==> src/dso_pkg.sv <==
// Notes on behaviour
// - Code 4: closed at or below level 1, reopens at level 1 plus width 1.
// - Code 5: closed at or above level 1, releases at level 1 minus width 1.
// - Codes 4 and 5 compare frequency magnitude, same in either direction.
// - Code 15: low detector like code 4 using level 2 and width 2.
// - Code 16: high detector like code 5 using level 2 and width 2.
// - Codes 14, 15, 16 respond only in the direction signed into level 2.
// - Code 6: closed with no major or keypad fault and no editing, or running under the option.
// - Code 7: closed on bus or control undervoltage or open soft-charge feedback.
// - Code 8: closed while output firing is inhibited by baseblock.
// - Code 9 closed for keypad reference, code A for keypad run command.
// - Code B: closed after current deviates from torque level for torque time.
// - Code 17: normally closed, opens after current deviates from torque level for torque time.
// - Code C: closed when analog reference drops 90 percent within 0.4 s.
// - Code D: closed on braking resistor overheat or braking transistor fault.
// - Code E: closed on any major fault except the two keypad faults.
// - Code F: output disabled whatever the drive does.
// - Code 10: closed on minor fault; alarms never close major fault outputs.
// - Code 11: closed while a fault reset is being attempted.
// - Code 12: closes after timer input stays closed for the on delay.
// - Code 12: opens after timer input stays open for the off delay.
// - Code 13: closed while frequency is within width 2 of the reference.
// - Code 14: closed while frequency and reference lie near level 2.
package dso_pkg;
  // ****************************************
  // Sizes and offsets
  // ****************************************
  localparam int unsigned NUM_OUT = 3;
  localparam int unsigned ADDR_W = 6;
  localparam logic [5:0] OFS_SEL = 6'h00;
  localparam logic [5:0] OFS_LVL1 = 6'h04;
  localparam logic [5:0] OFS_WID1 = 6'h08;
  localparam logic [5:0] OFS_LVL2 = 6'h0c;
  localparam logic [5:0] OFS_WID2 = 6'h10;
  localparam logic [5:0] OFS_TQ_LVL = 6'h14;
  localparam logic [5:0] OFS_TQ_TIME = 6'h18;
  localparam logic [5:0] OFS_TON = 6'h1c;
  localparam logic [5:0] OFS_TOFF = 6'h20;
  localparam logic [5:0] OFS_CTRL = 6'h24;
  localparam logic [5:0] OFS_UV_LVL = 6'h28;
  localparam logic [5:0] OFS_STATUS = 6'h2c;
  localparam logic [7:0] SEL_RST = 8'h0f;
  localparam int unsigned CLK_NS = 10;
  localparam int unsigned TICK_NS = 1000000;
  localparam int unsigned TICK_CYC = TICK_NS / CLK_NS;
  localparam int unsigned LOSS_WIN_S_MS = 400;
  localparam logic [15:0] LOSS_WIN_TICKS = 16'(LOSS_WIN_S_MS);
  localparam logic [3:0] HYS_DIV = 4'ha;
  localparam logic [3:0] LOSS_FRAC = 4'ha;

  // ****************************************
  // Types
  // ****************************************
  typedef struct packed {
    logic signed [15:0] out_freq;
    logic signed [15:0] freq_ref;
    logic [15:0] out_current;
    logic [15:0] rated_current;
    logic [15:0] dc_bus_volts;
    logic ctrl_supply_low;
    logic softcharge_open;
    logic baseblock;
    logic fault_major;
    logic keypad_comm_fault_a;
    logic keypad_comm_fault_b;
    logic minor_fault;
    logic editing;
    logic running;
    logic ref_from_keypad;
    logic run_from_keypad;
    logic ref_analog;
    logic torque_under;
    logic braking_resistor_hot;
    logic braking_transistor_fault;
    logic reset_active;
  } dso_drive_type;

  typedef struct packed {
    logic [2:0] sync;
    logic tmr_in;
    logic [NUM_OUT-1:0][7:0] sel;
    logic [15:0] lvl1;
    logic [15:0] wid1;
    logic [15:0] lvl2;
    logic [15:0] wid2;
    logic [15:0] tq_lvl;
    logic [15:0] tq_time;
    logic [15:0] ton;
    logic [15:0] toff;
    logic [15:0] uv_lvl;
    logic rws;
    logic ack;
    logic [31:0] rdata;
    logic [16:0] tick_cnt;
    logic [3:0] fd;
    logic tq_hit;
    logic tq_det;
    logic [15:0] tq_cnt;
    logic tmr_out;
    logic [15:0] tmr_cnt;
    logic [15:0] win_cnt;
    logic [15:0] ref_old;
    logic loss;
    logic [NUM_OUT-1:0] contact;
  } dso_state_type;

  localparam dso_state_type STATE_RST = '{sel: {NUM_OUT{SEL_RST}}, default: '0};
endpackage

==> src/dso_output_selector.sv <==
// The Avalon-MM register port and the register offsets are this design's own decisions.
`timescale 1ns/1ps
`default_nettype none
module dso_output_selector
  import dso_pkg::*;
#(
  parameter int unsigned TICK_CYCLES = TICK_CYC
) (
  input wire logic clk,
  input wire logic rst,
  input wire logic ce,
  input wire logic [ADDR_W-1:0] avs_address,
  input wire logic avs_read,
  input wire logic avs_write,
  input wire logic [31:0] avs_writedata,
  input wire logic [3:0] avs_byteenable,
  output logic [31:0] avs_readdata,
  output logic avs_waitrequest,
  input wire dso_drive_type drive,
  input wire logic timer_input,
  output logic [NUM_OUT-1:0] contact
);
  dso_state_type s_q;
  dso_state_type s_d;

  // ****************************************
  // Helpers
  // ****************************************
  function automatic logic [15:0] mag(input logic [15:0] v);
    mag = v[15] ? 16'(-v) : v;
  endfunction

  function automatic logic [15:0] adiff(input logic [15:0] a, input logic [15:0] b);
    adiff = (a > b) ? 16'(a - b) : 16'(b - a);
  endfunction

  // Closed at or below lvl, opens once at or above lvl plus width
  function automatic logic low_det(input logic cur, input logic [15:0] m,
                                   input logic [15:0] lvl, input logic [15:0] w);
    if (m <= lvl) begin
      low_det = 1'b1;
    end else if (17'(m) >= 17'(lvl) + 17'(w)) begin
      low_det = 1'b0;
    end else begin
      low_det = cur;
    end
  endfunction

  // Closed at or above lvl, releases at or below lvl minus width
  function automatic logic high_det(input logic cur, input logic [15:0] m,
                                    input logic [15:0] lvl, input logic [15:0] w);
    if (m >= lvl) begin
      high_det = 1'b1;
    end else if (17'(m) + 17'(w) <= 17'(lvl)) begin
      high_det = 1'b0;
    end else begin
      high_det = cur;
    end
  endfunction

  function automatic logic [31:0] merge(input logic [31:0] old, input logic [31:0] nw,
                                        input logic [3:0] be);
    merge = old;
    for (int b = 0; b < 4; b++) begin
      if (be[b]) begin
        merge[8*b +: 8] = nw[8*b +: 8];
      end
    end
  endfunction

  // ****************************************
  // Next state
  // ****************************************
  always_comb begin
    logic tick;
    logic [15:0] fm;
    logic [15:0] rm;
    logic [15:0] l2m;
    logic dir_f;
    logic dir_r;
    logic [15:0] hys;
    logic [31:0] cond;
    logic [31:0] wr;
    logic [15:0] dly;
    logic [19:0] ref10;
    tick = 1'b0;
    fm = mag(drive.out_freq);
    rm = mag(drive.freq_ref);
    l2m = mag(s_q.lvl2);
    dir_f = (drive.out_freq[15] == s_q.lvl2[15]) || (drive.out_freq == 16'h0000);
    dir_r = (drive.freq_ref[15] == s_q.lvl2[15]) || (drive.freq_ref == 16'h0000);
    hys = 16'(drive.rated_current / 16'(HYS_DIV));
    cond = '0;
    wr = '0;
    dly = '0;
    ref10 = 20'(rm) * 20'(LOSS_FRAC);
    s_d = s_q;

    // Timer input pin: three stages, change taken once the last two agree
    s_d.sync = {s_q.sync[1:0], timer_input};
    if (s_q.sync[2] == s_q.sync[1]) begin
      s_d.tmr_in = s_q.sync[2];
    end

    // Millisecond tick
    if (s_q.tick_cnt == 17'(TICK_CYCLES - 1)) begin
      s_d.tick_cnt = '0;
      tick = 1'b1;
    end else begin
      s_d.tick_cnt = 17'(s_q.tick_cnt + 17'h00001);
    end

    // ****************************************
    // Frequency detectors
    // ****************************************
    s_d.fd[0] = low_det(s_q.fd[0], fm, s_q.lvl1, s_q.wid1);
    s_d.fd[1] = high_det(s_q.fd[1], fm, s_q.lvl1, s_q.wid1);
    s_d.fd[2] = dir_f & low_det(s_q.fd[2], fm, l2m, s_q.wid2);
    s_d.fd[3] = dir_f & high_det(s_q.fd[3], fm, l2m, s_q.wid2);

    // ****************************************
    // Torque detection
    // ****************************************
    if (!drive.torque_under) begin
      if (drive.out_current > s_q.tq_lvl) begin
        s_d.tq_hit = 1'b1;
      end else if (17'(drive.out_current) + 17'(hys) <= 17'(s_q.tq_lvl)) begin
        s_d.tq_hit = 1'b0;
      end
    end else begin
      if (drive.out_current < s_q.tq_lvl) begin
        s_d.tq_hit = 1'b1;
      end else if (17'(drive.out_current) >= 17'(s_q.tq_lvl) + 17'(hys)) begin
        s_d.tq_hit = 1'b0;
      end
    end
    if (!s_q.tq_hit) begin
      s_d.tq_cnt = '0;
      s_d.tq_det = 1'b0;
    end else if (s_q.tq_cnt >= s_q.tq_time) begin
      s_d.tq_det = 1'b1;
    end else if (tick) begin
      s_d.tq_cnt = 16'(s_q.tq_cnt + 16'h0001);
    end

    // ****************************************
    // On/off delay timer
    // ****************************************
    dly = s_q.tmr_in ? s_q.ton : s_q.toff;
    if (s_q.tmr_in == s_q.tmr_out) begin
      s_d.tmr_cnt = '0;
    end else if (s_q.tmr_cnt >= dly) begin
      s_d.tmr_out = s_q.tmr_in;
      s_d.tmr_cnt = '0;
    end else if (tick) begin
      s_d.tmr_cnt = 16'(s_q.tmr_cnt + 16'h0001);
    end

    // ****************************************
    // Reference loss
    // ****************************************
    if (tick) begin
      if (s_q.win_cnt == 16'(LOSS_WIN_TICKS - 16'h0001)) begin
        s_d.win_cnt = '0;
        s_d.ref_old = rm;
      end else begin
        s_d.win_cnt = 16'(s_q.win_cnt + 16'h0001);
      end
    end
    if (!drive.ref_analog) begin
      s_d.loss = 1'b0;
    end else if (s_q.ref_old != 16'h0000 && ref10 <= 20'(s_q.ref_old)) begin
      s_d.loss = 1'b1;
    end

    // ****************************************
    // Conditions by selection code
    // ****************************************
    cond[4] = s_q.fd[0];
    cond[5] = s_q.fd[1];
    cond[6] = !(drive.fault_major | drive.keypad_comm_fault_a | drive.keypad_comm_fault_b)
              && (!drive.editing || (s_q.rws && drive.running));
    cond[7] = (drive.dc_bus_volts < s_q.uv_lvl) | drive.ctrl_supply_low
              | drive.softcharge_open;
    cond[8] = drive.baseblock;
    cond[9] = drive.ref_from_keypad;
    cond[10] = drive.run_from_keypad;
    cond[11] = s_q.tq_det;
    cond[12] = s_q.loss;
    cond[13] = drive.braking_resistor_hot | drive.braking_transistor_fault;
    cond[14] = drive.fault_major;
    cond[15] = 1'b0;
    cond[16] = drive.minor_fault;
    cond[17] = drive.reset_active;
    cond[18] = s_q.tmr_out;
    cond[19] = adiff(fm, rm) <= s_q.wid2;
    cond[20] = dir_f && dir_r && adiff(fm, l2m) <= s_q.wid2
               && adiff(rm, l2m) <= s_q.wid2;
    cond[21] = s_q.fd[2];
    cond[22] = s_q.fd[3];
    cond[23] = !s_q.tq_det;
    for (int i = 0; i < NUM_OUT; i++) begin
      s_d.contact[i] = (s_q.sel[i] < 8'h20) ? cond[s_q.sel[i][4:0]] : 1'b0;
    end

    // ****************************************
    // Register bus
    // ****************************************
    s_d.ack = (avs_read | avs_write) & !s_q.ack;
    if (avs_read && !s_q.ack) begin
      unique case (avs_address)
        OFS_SEL: s_d.rdata = 32'(s_q.sel);
        OFS_LVL1: s_d.rdata = {16'h0000, s_q.lvl1};
        OFS_WID1: s_d.rdata = {16'h0000, s_q.wid1};
        OFS_LVL2: s_d.rdata = {16'h0000, s_q.lvl2};
        OFS_WID2: s_d.rdata = {16'h0000, s_q.wid2};
        OFS_TQ_LVL: s_d.rdata = {16'h0000, s_q.tq_lvl};
        OFS_TQ_TIME: s_d.rdata = {16'h0000, s_q.tq_time};
        OFS_TON: s_d.rdata = {16'h0000, s_q.ton};
        OFS_TOFF: s_d.rdata = {16'h0000, s_q.toff};
        OFS_CTRL: s_d.rdata = {31'h00000000, s_q.rws};
        OFS_UV_LVL: s_d.rdata = {16'h0000, s_q.uv_lvl};
        OFS_STATUS: s_d.rdata = 32'({s_q.tmr_in, s_q.tmr_out, s_q.loss, s_q.tq_det, s_q.fd, s_q.contact});
        default: s_d.rdata = '0;
      endcase
    end
    if (avs_write && s_q.ack) begin
      unique case (avs_address)
        OFS_SEL: begin
          wr = merge(32'(s_q.sel), avs_writedata, avs_byteenable);
          s_d.sel = wr[8*NUM_OUT-1:0];
        end
        OFS_LVL1: begin
          wr = merge({16'h0000, s_q.lvl1}, avs_writedata, avs_byteenable);
          s_d.lvl1 = wr[15:0];
        end
        OFS_WID1: begin
          wr = merge({16'h0000, s_q.wid1}, avs_writedata, avs_byteenable);
          s_d.wid1 = wr[15:0];
        end
        OFS_LVL2: begin
          wr = merge({16'h0000, s_q.lvl2}, avs_writedata, avs_byteenable);
          s_d.lvl2 = wr[15:0];
        end
        OFS_WID2: begin
          wr = merge({16'h0000, s_q.wid2}, avs_writedata, avs_byteenable);
          s_d.wid2 = wr[15:0];
        end
        OFS_TQ_LVL: begin
          wr = merge({16'h0000, s_q.tq_lvl}, avs_writedata, avs_byteenable);
          s_d.tq_lvl = wr[15:0];
        end
        OFS_TQ_TIME: begin
          wr = merge({16'h0000, s_q.tq_time}, avs_writedata, avs_byteenable);
          s_d.tq_time = wr[15:0];
        end
        OFS_TON: begin
          wr = merge({16'h0000, s_q.ton}, avs_writedata, avs_byteenable);
          s_d.ton = wr[15:0];
        end
        OFS_TOFF: begin
          wr = merge({16'h0000, s_q.toff}, avs_writedata, avs_byteenable);
          s_d.toff = wr[15:0];
        end
        OFS_CTRL: begin
          if (avs_byteenable[0]) begin
            s_d.rws = avs_writedata[0];
          end
        end
        OFS_UV_LVL: begin
          wr = merge({16'h0000, s_q.uv_lvl}, avs_writedata, avs_byteenable);
          s_d.uv_lvl = wr[15:0];
        end
        default: begin
          wr = '0;
        end
      endcase
    end
  end

  // ****************************************
  // State register
  // ****************************************
  always_ff @(posedge clk) begin
    if (rst) begin
      s_q <= STATE_RST;
    end else if (ce) begin
      s_q <= s_d;
    end
  end

  assign avs_waitrequest = (avs_read | avs_write) & !s_q.ack;
  assign avs_readdata = s_q.rdata;
  assign contact = s_q.contact;
endmodule
`default_nettype wire

==> config.mk <==
export PLATFORM = sky130hd
export DESIGN_NAME = dso_output_selector
export DESIGN_NICKNAME = d
export VERILOG_FILES = /design/src/dso_pkg.sv /design/src/dso_output_selector.sv
export SDC_FILE = /design/constraint.sdc
export NUM_CORES = 2
export LEC_CHECK = 0
export BUFFER_PORTS_ARGS = -buffer_cell sky130_fd_sc_hd__buf_2
export CAP_MARGIN = 20
export CORE_MARGIN = 4
export CORE_UTILIZATION = 57
export DETAILED_ROUTE_END_ITERATION = 7
export HOLD_SLACK_MARGIN = 0.05
export PLACE_DENSITY = 0.89
export SETUP_SLACK_MARGIN = 0.1
export SYNTH_ARGS = -nofsm -noshare
export SYNTH_HDL_FRONTEND = slang
export SYNTH_SLANG_ARGS = --single-unit
==> constraint.sdc <==
create_clock -name clk -period 10.7 [get_ports clk]
set_input_delay 2.675 -clock clk [delete_from_list [all_inputs] [get_ports clk]]
set_output_delay 2.675 -clock clk [all_outputs]
set_load 0.01 [all_outputs]
* Yosys cells after proc, flatten, opt, wreduce, memory -nomap -nowiden
Cells that the tools add are included.
Operators by class: add/subtract/negate cells 19, reductions and logical operators 57, bitwise logic cells 10, eq/ne operators 22, div/mod/pow operators 1, order comparisons 28, mux-type cells 42, multiply operators 1
Operators with widths (number):
- case mux 24 bit (12 select lines) | 1
- two-way mux 16 bit | 13
- adder 16 x 16 -> 17 bit | 6
- subtractor 16 bit | 6
- AND reduction 4 bit | 22
- <= comparator 16 bit | 5
- greater-or-equal comparator 16 bit | 4
- greater-than comparator 16 bit | 4
- greater-or-equal comparator 16 x 17 -> 1 bit | 3
- <= comparator 17 x 16 -> 1 bit | 3
- adder 16 x 1 -> 16 bit, second input constant | 3
- negator 16 bit | 3
- two-way mux 17 bit | 2
- logical NOT 16 bit | 2
- < comparator 16 bit | 2
- equality test 6 x 5 -> 1 bit, second input constant | 4
- equality test 6 bit, second input constant | 4
- < comparator 8 x 6 -> 1 bit, second input constant | 3
- two-way mux 1 bit | 23
- <= comparator 20 x 16 -> 1 bit | 1
- multiplier 16 x 3 -> 19 bit, second input constant | 1
- < comparator 5 x 6 -> 1 bit, second input constant | 3
- adder 17 x 1 -> 17 bit, second input constant | 1
- equality test 17 bit, second input constant | 1
- 21 further kinds | 60
Word-level totals: register bits after elaboration 298, output and inout port bits 36, input bits 144

* Longest topological paths before layout
word-level depth 10, depth in mapped cells 44

* Worst setup path after synthesis
No wires, ideal clock.
path kind input port to flip-flop, start point input drive[47] in the netlist's numbering, end point register s_q[70] in the netlist's numbering, data required time 10.580 ns, stages 40, buffers on the path 3, path slack 0.261 ns, arrival 10.319 ns, cell sequence buf_6 > or3b_4 > and3_4 > or3_4 > a21o_1 > a311o_1 > and2_4 > buf_6 > nor4_4 > nor2_2 > xnor2_2 > o221ai_1 > a211o_1 > or2_1 > buf_6 > or3_1 > a32oi_1 > a22oi_2 > [4 not listed] > o21bai_1 > a21oi_1 > o21bai_1 > a21oi_1 > o21bai_1 > a21oi_1 > o21bai_1 > a21oi_1 > nor2b_1 > o21ai_0 > xnor2_1 > ha_1 > nand4_1 > nor4_1 > a211o_1 > a21oi_1 > o311a_1 > o31a_1
Between the ends: word-level cells in the longest chain between the ends 5, elaborated cells on any way between the ends 8, classes of those cells add/sub: 2; div: 1; order compare: 2; eq/ne: 1; reduce/logical: 2
Ends and longest elaborated chain:
- from (decl) | RTL line dso_output_selector.sv:19 | input wire dso_drive_type drive,
- divider 16 x 4 -> 16 bit (*) | RTL line dso_output_selector.sv:92 | hys = 16'(drive.rated_current / 16'(HYS_DIV));
- adder 16 x 16 -> 17 bit (on tied branches) | RTL line dso_output_selector.sv:133, dso_output_selector.sv:127
- greater-or-equal comparator 16 x 17 -> 1 bit or <= comparator 17 x 16 -> 1 bit (tied branches) | RTL line dso_output_selector.sv:133, dso_output_selector.sv:127
- != test 3 x 1 -> 1 bit (no source line) or nonzero test 3 bit (tied branches)
- AND reduction 3 bit (no source line) (*)
- to (signal assigned) | RTL line dso_output_selector.sv:286 | s_q <= STATE_RST;
- to (signal assigned) | RTL line dso_output_selector.sv:288 | s_q <= s_d;
- to (decl) | RTL line dso_output_selector.sv:23 | dso_state_type s_q;
Every way passes the cells marked *; elsewhere a longest branch is shown, timed or not. A chain may end at the register's enable or synchronous reset.

* Worst setup path in the final report
Ends and elaborated chain as after synthesis.

==> out/metrics.cfg <==
[run_status]
status = finished, violations left
violations = design-rule violations

[critical_path]
r2r-end = contact[2]$_SDFFE_PP0P_
worstReg2RegStart = s_q[222]$_SDFFE_PP0P_
critPathKind = in -> reg
path_max_fanout = 4
path_delay_family = compound AO/OA/AOI/OAI gates
required_ns = 11.17
cp_common_cell = o21bai_1
max_stage_delay_ns = 0.41
critical_path.slowest_cell = or3b_4
ff2ff_setup_slack_ns = 2.66
crit_buf_inv = 3
cp-start-kind = input pin
arrival_ns = 10.58
ff2ff_path_depth = 36
end_kind = flop

[cts]
htree_levels = 1
cts_root_buffer = clkbuf_16
cts-buffers-inserted = 30
cts_tree = yes
insertion_delay_ns = 0.59
post_cts_buffers = 0
clk_pin_slew_ns = 0.06
clock_sinks = 290
clockBufferDepth = 3

[synthesis]
ys_warn_count = 0
synth-main-ff-cell = dfxtp_1
synth_edf_count = 0
post_synth_num_cell_types = 103
ys_seq_elements = 290
synth_area_leaders = dfxtp_1 (20%), ha_1 (19%), mux2i_1 (8.3%), nor2_1 (4.5%), a21oi_1 (4.3%)
synth_common_cells = ha_1 (456), nor2_1 (352), dfxtp_1 (290)
syn_area_per_cell_sq_um = 8.18
syn_area_sq_um = 29600
yosysMostFrequentCell = ha_1
ys_seq_area_share_pct = 19.6
async_flop_share_pct = 0
synth_area_leader_cell = dfxtp_1
yosys.area.top_type_share_pct = 19.6
synthCells = 3617

[die]
start_util_pct = 57.6
row_count = 83
dieWidth_um = 236
core-area_sq_um = 51400
num_io_pins = 180
die-height_um = 236
die_area_sq_um = 55600

[global_routing]
grt_pass1_vias = 27500
grt_max_degree = 115
grt_pass1_wl_mm = 144
antenna_found_initial = 8
overflow = 0
grt_use_total_pct = 31.4

[job]
timing.max_cap.violations = 0

[power]
ir_worst_vdd_mv = 0.113
powerDensity_nw_per_um2 = 113
leakage_nw = 14.0

[route]
detail-route-antenna-nets = 0
routed_wl_mm = 94.0
drt-initial-drc-count = 2928
via_count = 28600
wire_per_inst_um = 21.0
drc_errors = 30
viasPerCell = 6.38
dr.pass1.iters = 8

[timing]
skew_ns = 0.0179
tightestPinTransition_ns = 1.08
post-route-min-period_ns = 10.11
finalHoldViolations = 0
tns_ns = 0
slew_viol_final = 0
rsz0062_at_grt = no
setup_viol = 0
relSlewSlack_pct = 28.0
fin_crit_sh_pct = 94.5
max_freq_mhz = 98.9

[placed_design]
gp_congestion = 0.962
io_buffers = 161
place_inst = 4426
dp_hpwl_mm = 72.1

[layout]
final_nets = 4394
finish.cell_count_without_fillers = 4487
fill_cells = 4121
drive_gt1_share_pct = 12.3
area_growth_pct = 10.5

[hold_path]
min_path_type = reg -> reg
hp-start = avs_readdata[16]$_SDFFE_PP0P_
min_path_cells = 2
whs_endpoint = avs_readdata[16]$_SDFFE_PP0P_

==> worst register-to-register path, delay by kind of cell (launching register included) <==
| family | cells | cell delay, ns |
|---|---|---|
| adders and majority gates | 3 | 1.14 |
| AOI/OAI and AO/OA | 17 | 3.21 |
| DFF | 1 | 0.64 |
| and+or+nand+nor | 8 | 1.16 |
| buffers and inverters | 6 | 1.49 |
| muxes | 2 | 0.33 |
==> area by class of cell <==
type | instances | area, sq um | share of cell area [%]
Antenna cell | 4 | 10.0 | 0.0306
Sequential cell | 290 | 5810 | 17.8
Clock buffer | 46 | 871 | 2.66
Multi-Input combinational cell | 2867 | 22000 | 67.4
Timing Repair Buffer | 309 | 1950 | 5.97
Inverter | 283 | 1070 | 3.26
Tap cell | 680 | 851 | 2.60
Clock inverter | 8 | 115 | 0.352
==> kinds of logic after synthesis <==
logic type,count (synthesis),synth area share (%)
buffers and inverters,467,6.58
and+or+nand+nor,967,16.1
adders and majority gates,471,20.2
DFF,290,19.6
other,1,0.0127
muxes,293,11.1
AOI/OAI and AO/OA,923,20.3
xor gates and xnor gates,205,6.12
==> worst max-delay path by stage <==
stage | start | end | slack (ns) | cells past startpoint
2_1_floorplan | drive[47] | s_q[70]$_SDFFE_PP0P_ | 0.26 | 40
3_3_place_gp | drive[45] | s_q[70]$_SDFFE_PP0P_ | -0.27 | 40
3_5_place_dp | drive[45] | s_q[70]$_SDFFE_PP0P_ | -0.35 | 40
4_1_cts | drive[45] | s_q[70]$_SDFFE_PP0P_ | 0.22 | 40
5_1_grt | drive[45] | s_q[70]$_SDFFE_PP0P_ | 0.06 | 43
6_report | drive[47] | s_q[70]$_SDFFE_PP0P_ | 0.59 | 40
==> cells in the final DEF (no fill, tap or decap), drive strengths merged, types with 148 or more instances in the layout <==
cell type	instances
o21ai	191
buf	309
nand2	180
a21o	148
ha	456
nor2	353
inv	279
mux2i	244
dfxtp	290
a21oi	254
==> registers in the layout (all words and copies together) (netlist names) <==
register,cells
s_q,261
avs_readdata,24
contact,3
s_d,2
==> per-stage QoR <==
step                power [W]  cell area, sq um  hold WS [ns]  setup WS [ns]  util [%]
floorplan             0.00216             29600         0.432          0.261         -
global placement      0.00255             31500         0.438         -0.267      61.3
detailed placement    0.00260             31500         0.446         -0.351      61.3
CTS                   0.00364             32500         0.455          0.224      63.3
global route          0.00390             32700         0.472         0.0583      63.6
finish                0.00369             32700         0.457          0.589      63.6
==> power by group <==
| group | internal (W) | leakage (nW) | switching (W) |
|---|---|---|---|
| sequential | 0.00109 | 2.34 | 0.0000103 |
| clock | 0.000608 | 0.484 | 0.000451 |
| combinational | 0.000697 | 11.1 | 0.000841 |
| total | 0.00239 | 14.0 | 0.00130 |
==> layer usage <==
metal,global-route usage (%),wire length (um),vias to the layer above
li1,-,-,13300
met1,37.5,35800,13400
met2,52.0,43000,1494
met3,5.60,8050,450
met4,20.5,7170,8
met5,0,38,-
==> timing repair <==
item | CTS | global route
hold buffers | 0 | 0
gates resized for setup | 0 | 31
endpoints found under the setup margin | 0 | 1
(Power assumes the default switching activity.)
